**src/vowc_map.vh**
```
// register offsets, field positions and reset values of the window control block
`ifndef VOWC_MAP_VH
`define VOWC_MAP_VH
`define VOWC_OFF_STREAM_CTRL  12'h230
`define VOWC_OFF_FETCH_CNT    12'h234
`define VOWC_OFF_ADDR_SECOND  12'h238
`define VOWC_OFF_STRIDE       12'h23c
`define VOWC_OFF_START_POS    12'h240
`define VOWC_OFF_END_POS      12'h244
`define VOWC_OFF_ADDR_THIRD   12'h248
`define VOWC_OFF_ZOOM         12'h24c
`define VOWC_OFF_MINIFY       12'h250
`define VOWC_OFF_ADDR_FIRST   12'h254
`define VOWC_OFF_FIFO_CTRL    12'h258
`define VOWC_OFF_START_OFS    12'h25c
`define VOWC_OFF_ICON_CTRL    12'h260
`define VOWC_OFF_ADDR_FIRST_W 12'h2c0
`define VOWC_MASK_STREAM_CTRL 32'hff7f039d
`define VOWC_MASK_FETCH_CNT   32'h3ff00000
`define VOWC_MASK_ADDR        32'h7ffffff8
`define VOWC_MASK_ADDR_FIRST  32'h7ffffffc
`define VOWC_MASK_STRIDE      32'h00003ff0
`define VOWC_MASK_POS         32'h07ff07ff
`define VOWC_MASK_ZOOM        32'h87ff83ff
`define VOWC_MASK_MINIFY      32'h07070007
`define VOWC_MASK_FIFO_CTRL   32'hff00ffff
`define VOWC_MASK_ICON_CTRL   32'hff0ffff5
`define VOWC_RST_ICON_CTRL    32'h000f00f0
`define VOWC_RST_ZERO         32'h00000000
`define VOWC_MIN_NONE         3'h0
`define VOWC_MIN_2            3'h1
`define VOWC_MIN_4            3'h3
`define VOWC_MIN_8            3'h5
`define VOWC_MIN_16           3'h7
`endif

```
**src/vowc_top.v**
```verilog
// first video window and icon overlay control register bank with apb slave
`timescale 1ns/10ps
`include "vowc_map.vh"
module vowc_top (
   // apb clock and reset
   input  wire        pclk,
   input  wire        presetn,
   // apb slave
   input  wire        psel,
   input  wire        penable,
   input  wire        pwrite,
   input  wire [11:0] paddr,
   input  wire [31:0] pwdata,
   output reg  [31:0] prdata,
   output reg         pready,
   output reg         pslverr,
   // display timing from the compositor
   input  wire        video_active,
   input  wire        frame_start,
   input  wire        odd_field,
   input  wire        flip_req_sw,
   input  wire        flip_req_qve,
   input  wire        flip_req_cap0,
   input  wire        flip_req_cap1,
   input  wire        line_flip_req,
   input  wire [7:0]  fifo_level,
   // window controls to compose and fetch
   output reg         win_visible,
   output reg         win_to_second,
   output reg         flip_take,
   output reg         line_flip_take,
   output reg  [10:0] eff_stride,
   output reg         extra_top_line,
   output reg  [4:0]  expire_count,
   output reg  [6:0]  expire_requests,
   output reg         csc_active,
   output reg  [5:0]  format_onehot,
   output reg         format_reserved,
   output reg  [10:0] win_x_start,
   output reg  [10:0] win_y_start,
   output reg  [10:0] win_x_end,
   output reg  [10:0] win_y_end,
   output reg  [4:0]  h_minify_factor,
   output reg  [4:0]  v_minify_factor,
   output reg         minify_reserved,
   output reg         h_interp,
   output reg         v_interp,
   output reg         v_interp_chroma,
   output reg  [28:0] fetch_byte_addr,
   output reg         fetch_system_mem,
   output reg  [8:0]  fifo_depth,
   output reg         req_high_prio,
   output reg         req_early,
   // icon overlay controls
   output reg  [7:0]  icon_size,
   output reg  [3:0]  icon_format_onehot,
   output reg         icon_alpha_high_byte,
   output reg         icon_enable,
   output reg  [3:0]  icon_alpha
);
   // register storage
   reg  [31:0] stream_ctrl_r;  // window stream control
   reg  [31:0] fetch_cnt_r;    // line fetch count
   reg  [31:0] addr_second_r;  // second buffer address
   reg  [31:0] stride_r;       // packed stride
   reg  [31:0] start_pos_r;    // start location minus one
   reg  [31:0] end_pos_r;      // end location minus one
   reg  [31:0] addr_third_r;   // third buffer address
   reg  [31:0] zoom_r;         // zoom control
   reg  [31:0] minify_r;       // minify and interpolation
   reg  [31:0] addr_first_r;   // first buffer address, read-only view
   reg  [31:0] fifo_ctrl_r;    // fifo depth and thresholds
   reg  [31:0] start_ofs_r;    // start location offset
   reg  [31:0] icon_ctrl_r;    // icon control
   reg  [31:0] rdata_nxt;      // read mux
   reg         hit_nxt;        // address decodes
   wire        wr_en;          // apb write strobe in access phase
   wire        rd_en;          // apb read in access phase
   wire [3:0]  fade_alpha;     // fader result
   reg  [2:0]  h_min;          // horizontal minify code
   reg  [2:0]  v_min;          // vertical minify code
   reg  [1:0]  addr_keep;      // honoured low address bits
   assign wr_en = psel & penable & pwrite & ~pready;
   assign rd_en = psel & penable & ~pwrite & ~pready;
   // read mux and address decode
   always @* begin
      hit_nxt   = 1'b1;
      rdata_nxt = 32'h00000000;
      case (paddr)
         `VOWC_OFF_STREAM_CTRL:  rdata_nxt = stream_ctrl_r;
         `VOWC_OFF_FETCH_CNT:    rdata_nxt = fetch_cnt_r;
         `VOWC_OFF_ADDR_SECOND:  rdata_nxt = addr_second_r;
         `VOWC_OFF_STRIDE:       rdata_nxt = stride_r;
         `VOWC_OFF_START_POS:    rdata_nxt = start_pos_r;
         `VOWC_OFF_END_POS:      rdata_nxt = end_pos_r;
         `VOWC_OFF_ADDR_THIRD:   rdata_nxt = addr_third_r;
         `VOWC_OFF_ZOOM:         rdata_nxt = zoom_r;
         `VOWC_OFF_MINIFY:       rdata_nxt = minify_r;
         `VOWC_OFF_ADDR_FIRST:   rdata_nxt = addr_first_r;
         `VOWC_OFF_ADDR_FIRST_W: rdata_nxt = addr_first_r;
         `VOWC_OFF_FIFO_CTRL:    rdata_nxt = fifo_ctrl_r;
         `VOWC_OFF_START_OFS:    rdata_nxt = start_ofs_r;
         `VOWC_OFF_ICON_CTRL:    rdata_nxt = icon_ctrl_r;
         default:                hit_nxt = 1'b0;
      endcase
   end
   // apb answer: one wait state, error on unmapped address
   always @(posedge pclk or negedge presetn) begin
      if (!presetn) begin
         pready  <= 1'b0;
         pslverr <= 1'b0;
         prdata  <= 32'h00000000;
      end else begin
         pready  <= psel & penable & ~pready;
         pslverr <= psel & penable & ~pready & ~hit_nxt;
         prdata  <= rd_en ? rdata_nxt : 32'h00000000;
      end
   end
   // register writes with reserved bits masked
   always @(posedge pclk or negedge presetn) begin
      if (!presetn) begin
         stream_ctrl_r <= `VOWC_RST_ZERO;
         fetch_cnt_r   <= `VOWC_RST_ZERO;
         addr_second_r <= `VOWC_RST_ZERO;
         stride_r      <= `VOWC_RST_ZERO;
         start_pos_r   <= `VOWC_RST_ZERO;
         end_pos_r     <= `VOWC_RST_ZERO;
         addr_third_r  <= `VOWC_RST_ZERO;
         zoom_r        <= `VOWC_RST_ZERO;
         minify_r      <= `VOWC_RST_ZERO;
         addr_first_r  <= `VOWC_RST_ZERO;
         fifo_ctrl_r   <= `VOWC_RST_ZERO;
         start_ofs_r   <= `VOWC_RST_ZERO;
         icon_ctrl_r   <= `VOWC_RST_ICON_CTRL;
      end else if (wr_en) begin
         case (paddr)
            `VOWC_OFF_STREAM_CTRL:  stream_ctrl_r <= pwdata & `VOWC_MASK_STREAM_CTRL;
            `VOWC_OFF_FETCH_CNT:    fetch_cnt_r   <= pwdata & `VOWC_MASK_FETCH_CNT;
            `VOWC_OFF_ADDR_SECOND:  addr_second_r <= pwdata & `VOWC_MASK_ADDR;
            `VOWC_OFF_STRIDE:       stride_r      <= pwdata & `VOWC_MASK_STRIDE;
            `VOWC_OFF_START_POS:    start_pos_r   <= pwdata & `VOWC_MASK_POS;
            `VOWC_OFF_END_POS:      end_pos_r     <= pwdata & `VOWC_MASK_POS;
            `VOWC_OFF_ADDR_THIRD:   addr_third_r  <= pwdata & `VOWC_MASK_ADDR;
            `VOWC_OFF_ZOOM:         zoom_r        <= pwdata & `VOWC_MASK_ZOOM;
            `VOWC_OFF_MINIFY:       minify_r      <= pwdata & `VOWC_MASK_MINIFY;
            `VOWC_OFF_ADDR_FIRST_W: addr_first_r  <= pwdata & `VOWC_MASK_ADDR_FIRST;
            `VOWC_OFF_FIFO_CTRL:    fifo_ctrl_r   <= pwdata & `VOWC_MASK_FIFO_CTRL;
            `VOWC_OFF_START_OFS:    start_ofs_r   <= pwdata & `VOWC_MASK_POS;
            `VOWC_OFF_ICON_CTRL:    icon_ctrl_r   <= pwdata & `VOWC_MASK_ICON_CTRL;
            default:                icon_ctrl_r   <= icon_ctrl_r;
         endcase
      end
   end
   // icon fade stepper
   vowc_fade i_vowc_fade (
      .pclk        (pclk),
      .presetn     (presetn),
      .fade_en     (icon_ctrl_r[8]),
      .fade_up     (icon_ctrl_r[9]),
      .step        (icon_ctrl_r[15:12]),
      .const_alpha ({icon_ctrl_r[7:4], icon_ctrl_r[19:16]}),
      .frame_start (frame_start),
      .alpha_out   (fade_alpha)
   );
   // minify and packed address alignment decode
   always @* begin
      h_min = minify_r[26:24];
      v_min = minify_r[18:16];
      if (h_min == `VOWC_MIN_NONE) begin
         addr_keep = 2'b11;
      end else if (h_min == `VOWC_MIN_2) begin
         addr_keep = 2'b10;
      end else begin
         addr_keep = 2'b00;
      end
   end
   // window control outputs, all registered
   always @(posedge pclk or negedge presetn) begin
      if (!presetn) begin
         win_visible     <= 1'b0;
         win_to_second   <= 1'b0;
         flip_take       <= 1'b0;
         line_flip_take  <= 1'b0;
         eff_stride      <= 11'h000;
         extra_top_line  <= 1'b0;
         expire_count    <= 5'h00;
         expire_requests <= 7'h00;
         csc_active      <= 1'b0;
         format_onehot   <= 6'h00;
         format_reserved <= 1'b0;
         win_x_start     <= 11'h000;
         win_y_start     <= 11'h000;
         win_x_end       <= 11'h000;
         win_y_end       <= 11'h000;
         h_minify_factor <= 5'h01;
         v_minify_factor <= 5'h01;
         minify_reserved <= 1'b0;
         h_interp        <= 1'b0;
         v_interp        <= 1'b0;
         v_interp_chroma <= 1'b0;
         fetch_byte_addr <= 29'h00000000;
         fetch_system_mem <= 1'b0;
         fifo_depth      <= 9'h000;
         req_high_prio   <= 1'b0;
         req_early       <= 1'b0;
         icon_size       <= 8'h00;
         icon_format_onehot <= 4'h0;
         icon_alpha_high_byte <= 1'b0;
         icon_enable     <= 1'b0;
         icon_alpha      <= 4'hf;
      end else begin
         win_visible   <= stream_ctrl_r[0];
         win_to_second <= stream_ctrl_r[31];
         // flip source selection
         case (stream_ctrl_r[26:25])
            2'b00:   flip_take <= flip_req_sw;
            2'b01:   flip_take <= flip_req_qve;
            2'b10:   flip_take <= flip_req_cap0;
            default: flip_take <= flip_req_cap1;
         endcase
         line_flip_take <= line_flip_req & ~(stream_ctrl_r[21] & video_active);
         eff_stride <= stream_ctrl_r[24] ? {stride_r[13:4], 1'b0}
                                         : {1'b0, stride_r[13:4]};
         extra_top_line  <= stream_ctrl_r[22] & odd_field;
         expire_count    <= stream_ctrl_r[20:16];
         expire_requests <= {stream_ctrl_r[20:16], 2'b00};
         csc_active      <= ~stream_ctrl_r[8];
         // stream format decode
         format_reserved <= (stream_ctrl_r[4:2] > 3'h5);
         case (stream_ctrl_r[4:2])
            3'h0:    format_onehot <= 6'h01;
            3'h1:    format_onehot <= 6'h02;
            3'h2:    format_onehot <= 6'h04;
            3'h3:    format_onehot <= 6'h08;
            3'h4:    format_onehot <= 6'h10;
            3'h5:    format_onehot <= 6'h20;
            default: format_onehot <= 6'h00;
         endcase
         win_x_start <= start_pos_r[26:16] + 11'h001;
         win_y_start <= start_pos_r[10:0] + 11'h001;
         win_x_end   <= end_pos_r[26:16] + 11'h001;
         win_y_end   <= end_pos_r[10:0] + 11'h001;
         // minify factors, zero on reserved codes
         case (h_min)
            `VOWC_MIN_NONE: h_minify_factor <= 5'h01;
            `VOWC_MIN_2:    h_minify_factor <= 5'h02;
            `VOWC_MIN_4:    h_minify_factor <= 5'h04;
            `VOWC_MIN_8:    h_minify_factor <= 5'h08;
            `VOWC_MIN_16:   h_minify_factor <= 5'h10;
            default:        h_minify_factor <= 5'h00;
         endcase
         case (v_min)
            `VOWC_MIN_NONE: v_minify_factor <= 5'h01;
            `VOWC_MIN_2:    v_minify_factor <= 5'h02;
            `VOWC_MIN_4:    v_minify_factor <= 5'h04;
            `VOWC_MIN_8:    v_minify_factor <= 5'h08;
            `VOWC_MIN_16:   v_minify_factor <= 5'h10;
            default:        v_minify_factor <= 5'h00;
         endcase
         minify_reserved <= (h_min == 3'h2) | (h_min == 3'h4) | (h_min == 3'h6) |
                            (v_min == 3'h2) | (v_min == 3'h4) | (v_min == 3'h6);
         h_interp        <= minify_r[1];
         v_interp        <= minify_r[0];
         v_interp_chroma <= minify_r[0] & minify_r[2];
         fetch_byte_addr <= {addr_first_r[28:4], addr_first_r[3:2] & addr_keep, 2'b00};
         fetch_system_mem <= (addr_first_r[30:29] == 2'b01);
         fifo_depth    <= {1'b0, fifo_ctrl_r[7:0]} + 9'h001;
         req_high_prio <= (fifo_level < fifo_ctrl_r[15:8]);
         req_early     <= (fifo_level <= fifo_ctrl_r[31:24]);
         // icon decode
         case (icon_ctrl_r[27:26])
            2'b00:   icon_size <= 8'd32;
            2'b01:   icon_size <= 8'd64;
            default: icon_size <= 8'd128;
         endcase
         case (icon_ctrl_r[25:24])
            2'b00:   icon_format_onehot <= 4'h1;
            2'b01:   icon_format_onehot <= 4'h2;
            2'b10:   icon_format_onehot <= 4'h4;
            default: icon_format_onehot <= 4'h8;
         endcase
         icon_alpha_high_byte <= icon_ctrl_r[28];
         icon_enable <= icon_ctrl_r[0];
         icon_alpha  <= fade_alpha;
      end
   end
endmodule // vowc_top

```
**src/vowc_fade.v**
```verilog
// per-frame icon alpha fade stepper
`timescale 1ns/10ps
module vowc_fade (
   // clock and reset
   input  wire       pclk,
   input  wire       presetn,
   // control
   input  wire       fade_en,
   input  wire       fade_up,
   input  wire [3:0] step,
   input  wire [7:0] const_alpha,
   input  wire       frame_start,
   // result
   output reg  [3:0] alpha_out
);
   reg [7:0] alpha_r;   // running eight-bit alpha
   reg [7:0] alpha_nxt; // next alpha
   // step value, saturated at the range ends
   always @* begin
      alpha_nxt = alpha_r;
      if (!fade_en) begin
         alpha_nxt = const_alpha;
      end else if (frame_start) begin
         if (fade_up) begin
            alpha_nxt = (alpha_r > (8'hff - {4'h0, step})) ? 8'hff
                        : alpha_r + {4'h0, step};
         end else begin
            alpha_nxt = (alpha_r < {4'h0, step}) ? 8'h00
                        : alpha_r - {4'h0, step};
         end
      end
   end
   // register alpha; only the upper nibble is visible
   always @(posedge pclk or negedge presetn) begin
      if (!presetn) begin
         alpha_r   <= 8'hff;
         alpha_out <= 4'hf;
      end else begin
         alpha_r   <= alpha_nxt;
         alpha_out <= alpha_nxt[7:4];
      end
   end
endmodule // vowc_fade

```
**config.mk**
```make
export PLATFORM = sky130hd
export DESIGN_NAME = vowc_top
export DESIGN_NICKNAME = d
export VERILOG_FILES = /design/src/vowc_top.v /design/src/vowc_fade.v
export VERILOG_INCLUDE_DIRS = /design/src
export SDC_FILE = /design/constraint.sdc
export NUM_CORES = 1
export LEC_CHECK = 0
export BUFFER_PORTS_ARGS = -buffer_cell sky130_fd_sc_hd__buf_2
export CELL_PAD_IN_SITES_DETAIL_PLACEMENT = 2
export CELL_PAD_IN_SITES_GLOBAL_PLACEMENT = 2
export CORE_MARGIN = 10
export CORE_UTILIZATION = 36
export DETAILED_ROUTE_END_ITERATION = 6
export PLACE_DENSITY = 0.82
export SYNTH_ARGS = -nofsm -noshare
export SYNTH_HDL_FRONTEND = slang
export SYNTH_SLANG_ARGS = --single-unit
```
**constraint.sdc**
```tcl
create_clock -name pclk -period 2.15 [get_ports pclk]
set_input_delay 0.1075 -clock pclk [delete_from_list [all_inputs] [get_ports pclk]]
set_output_delay 0.1075 -clock pclk [all_outputs]
set_load 0.01 [all_outputs]
```
==> reports/summary.md <==
The flow ran to the end, but the final reports show violations. The final reports fail on negative setup slack. The die span in x is 257.1 µm. The arrival time at the worst endpoint is 2.71 ns, and the number of buffers added by the clock tree synthesis step is 50. The total detailed-routing wirelength came out at 85,950 µm. The number of distinct library cell variants in the gate-level netlist after synthesis is 82. The commonest cells after synthesis are sky130_fd_sc_hd__dfrtp_1 (434), sky130_fd_sc_hd__mux2_2 (257), sky130_fd_sc_hd__nand2_1 (62). For this run, the number of Yosys warnings is 0. Static timing analysis puts the maximum clock frequency at 456.8 MHz.

The logs give 0.01277 µW for the leakage component of the power and 4.6% for the power share of the combinational group. The final number of hold-violating endpoints was 0; the number of global-route vias before repair was 17,670. Net switching is 23.56% of the power. The worst-case setup margin in the final layout came out at -0.03921 ns.

At the later pin of the worst-skew pair, clock insertion delay measures 0.62 ns. TritonCTS built the clock tree. The post-route netlist has 45.09% of its cells at a drive strength greater than 1. The floorplan step defined a die boundary enclosing 0.06611 mm². Transition time at the pin with the least slew margin: 0.9178 ns. The tools report the category of the worst setup path launch point as a flop.

The H-tree was split into 2 levels. Walking the worst path, the cells encountered are ha_4 -> nor2b_1 -> o21ai_0 -> a2111oi_1 -> a41oi_1 -> a31oi_1. For this block, the initial DRC count from the detailed router was 1,262. The critical register-to-register path endpoint was i_vowc_fade.alpha_out[3]. The kind of end point of the critical path was a flop. Summed over its instances, the top area cell type makes up 53.66% of the synthesized netlist area. For the gate count of the mapped netlist, the log shows 1,512.

The first global-routing pass estimated 127,100 µm of wire. The cell depth of the worst hold path is 4. Power spread over the standard cell area amounts to 730.3 mW/mm². In this run the mean area of a mapped cell was 13.39 µm². The number of flip-flops and latches in the synthesized netlist was 456. The worst-case IR drop observed on VDD is 0.6020 mV. Final RePlAce weighted congestion: 0.8718. In this run the worst path has a maximum fanout of 5.

The tightest hold path in the finished design has a slack of 0.04543 ns. Source of the worst hold timing path: fifo_level[4]. Headroom to the max-slew limit came out at 38.82%.

Sorting the synthesized cells by area gives the leading types as sky130_fd_sc_hd__dfrtp_1 (54%), sky130_fd_sc_hd__mux2_2 (14%), sky130_fd_sc_hd__dfstp_2 (2.9%). Summed over all nets, the switching power comes to 4412 µW. The critical path is of the reg2reg type.

The power share of the clock group was 49.4%. The number of cell instances on the worst register-to-register path came out at 6. Counting every sink on the clock net gives 456. The sequential power share is 46.0%. Top flip-flop cell by instance count after synthesis: sky130_fd_sc_hd__dfrtp_1. The total setup violations reported at the end of the flow was 4; the data required time at the worst endpoint was 2.67 ns.

The layout net count was 1,999; the per-cell via count in the routed design was 5.685. The path class of the tightest hold or removal check is in2reg. Setup repair after global routing could not meet its margin everywhere.

The synthesized design spends more area on one cell type than any other, namely sky130_fd_sc_hd__dfrtp_1. The largest incremental delay on the critical path came out at 0.61 ns. The most common cell in the synthesized netlist is sky130_fd_sc_hd__dfrtp_1. During placement, the flow inserted port buffers numbering 242. The cell sitting at the root of the clock tree is a sky130_fd_sc_hd__clkbuf_16. Counting the fill cells in the layout gives 5,323.

The area growth from synthesis to layout is 26.67%. Clock-pin slew was measured on the worst setup and hold paths at 0.06 ns. Entering global routing, the biggest net connects 85 pins. The clock skew was 0.03294 ns.

The first detailed-routing pass took 5 iterations. For this design the top-level I/O count stands at 252. The share of synthesized flip-flops with an asynchronous set or reset was 100.0%; the number of design rule violations left after detail routing was 0. Setup total negative slack on the finished layout was measured at -0.1037 ns. The share of the Yosys chip area taken by registers is 56.51%. The effective utilization at floorplan was 36.53%; the wire length per cell after detailed routing was 31.88 µm. Of the available clock period, the critical path in the final layout requires 101.8%. The sum of overflow across all layers after global routing was 0.

The path with the worst hold slack has its endpoint at req_early. Highest-delay cell along the critical path: sky130_fd_sc_hd__dfstp_2. The clock period minus worst slack is 2.189 ns, and the max-slew violation count is 0.

The detailed-placement wirelength estimate is 56,240 µm, and the area of the core region is 0.05542 mm². For the total design power, the log shows 18,720 µW. The number of buffers on the longest clock path came out at 3.

Once detail routing completed, the nets flagged for antenna violations numbered 0. The via count of the routed design was 15,330. For the initial antenna violation count, the log shows 5. The setup check on the worst reg-to-reg path leaves a slack of -0.04 ns.

The number of maximum-capacitance constraint violations is 0, and the cell area after synthesis is 0.02024 mm². The logs give 25.61% for the total global routing track utilization and 86 for the number of placement rows. The count of flip-flops with a built-in enable after synthesis came out at 0. The worst register-to-register path begins at i_vowc_fade.alpha_r[1].

The die is 257.1 µm tall. The internal power contribution was 14,310 µW.
-- cells in the final DEF, fill, tap and decap left out, types with 10 or more instances in the layout --
| cell | n |
|---|---|
| sky130_fd_sc_hd__a211oi_2 | 24 |
| sky130_fd_sc_hd__dfrtp_1 | 434 |
| sky130_fd_sc_hd__ha_1 | 25 |
| sky130_fd_sc_hd__and2_1 | 15 |
| sky130_fd_sc_hd__buf_4 | 134 |
| sky130_fd_sc_hd__clkinv_2 | 10 |
| sky130_fd_sc_hd__a221oi_1 | 12 |
| sky130_fd_sc_hd__clkbuf_16 | 51 |
| sky130_fd_sc_hd__nor2_1 | 40 |
| sky130_fd_sc_hd__o21ai_0 | 23 |
| sky130_fd_sc_hd__clkbuf_8 | 14 |
| sky130_fd_sc_hd__a22oi_1 | 40 |
| sky130_fd_sc_hd__nor3_1 | 17 |
| sky130_fd_sc_hd__buf_2 | 241 |
| sky130_fd_sc_hd__o22ai_1 | 16 |
| sky130_fd_sc_hd__dfstp_2 | 22 |
| sky130_fd_sc_hd__nor2b_1 | 18 |
| sky130_fd_sc_hd__dlygate4sd3_1 | 36 |
| sky130_fd_sc_hd__buf_12 | 28 |
| sky130_fd_sc_hd__nand2_1 | 62 |
| sky130_fd_sc_hd__mux2i_1 | 27 |
| sky130_fd_sc_hd__mux2_2 | 256 |
| sky130_fd_sc_hd__nand3_1 | 46 |
| sky130_fd_sc_hd__mux2_1 | 21 |
| sky130_fd_sc_hd__inv_1 | 32 |
| sky130_fd_sc_hd__a21oi_1 | 22 |
| sky130_fd_sc_hd__xnor2_1 | 32 |
| sky130_fd_sc_hd__xor2_1 | 12 |
| sky130_fd_sc_hd__mux2_4 | 21 |
| sky130_fd_sc_hd__and3_1 | 25 |
-- critical path: cells and delay by family, from the launching register on --
family / cells / cell delay, ns
flops: 1 / 0.61
compound gates: 4 / 1.06
simple gates: 1 / 0.21
fa+ha+maj: 1 / 0.24
-- layout make-up --
class / instances / area, µm² / area share, %
flip-flops and latches: 456 / 11440 / 44.61
multi-input cells: 921 / 8220 / 32.06
repair buffers: 440 / 3148 / 12.28
clock buffers: 73 / 1499 / 5.846
well taps: 748 / 935.9 / 3.650
clock inverters: 21 / 262.8 / 1.025
inverters: 34 / 127.6 / 0.4978
diodes: 3 / 7.507 / 0.02928
-- stage by stage --
step / util [%] / setup WS [ns] / cell area, µm² / cells
finish: 46.27 / -0.03921 / 25640 / 2696
global route: 46.26 / -0.1480 / 25630 / 2694
CTS: 46.17 / -0.1162 / 25580 / 2692
global placement: 42.15 / -0.1434 / 23360 / 2559
detailed placement: 42.15 / -0.1822 / 23360 / 2559
floorplan: - / -0.001457 / 20310 / 1520
-- power groups by stage --
stage	clock network, µW	logic, µW	registers, µW
after global placement	0	728	8760
final	9250	862	8610
after global routing	9750	914	8610
after CTS	9360	844	8610
after detailed placement	0	768	8770
after floorplan	0	238	8770
-- repair_timing --
item | 4_1_cts | 5_1_grt
hold endpoints to repair | 580 | 0
buffers inserted | 3 | 1
gates cloned | 0 | 0
gates resized for setup | 14 | 14
endpoints found under the setup margin | 8 | 8
hold buffers | 36 | 0
pin swaps | 9 | 9
-- sequential cells by signal (all words and copies together) (netlist names), 23 cells and up --
register,cells
prdata,32
fifo_ctrl_r,24
addr_second_r,28
zoom_r,23
addr_third_r,28
icon_ctrl_r,26
addr_first_r,29
fetch_byte_addr,27
-- logic make-up after synthesis --
logic type / after synthesis / share of synthesized area, %
simple gates: 278 / 7.721
fa+ha+maj: 31 / 1.990
other cells: 1 / 0.01853
compound gates: 226 / 8.834
flops: 456 / 56.51
mux: 333 / 19.11
buf+inv: 143 / 3.907
xor+xnor: 44 / 1.904
-- metal layers --
layer	up-vias	global-route usage, %	part of all wire [%]
met1	8166	30.21	39
met5	-	0	0.065
met2	658	43.89	50
met4	8	11.91	5.0
li1	6245	-	-
met3	250	5.510	5.7
-- how the worst max path moves through the flow --
stage,end,startpoint,cells after the start
global placement,i_vowc_fade.alpha_out[2],i_vowc_fade.alpha_r[0],9
floorplan,i_vowc_fade.alpha_r[2],i_vowc_fade.alpha_r[3],7
finish,i_vowc_fade.alpha_out[3],i_vowc_fade.alpha_r[1],6
detailed placement,i_vowc_fade.alpha_r[3],i_vowc_fade.alpha_r[0],9
global route,i_vowc_fade.alpha_out[2],i_vowc_fade.alpha_r[0],9
CTS,i_vowc_fade.alpha_out[2],i_vowc_fade.alpha_r[0],9
(Power assumes the default switching activity.)
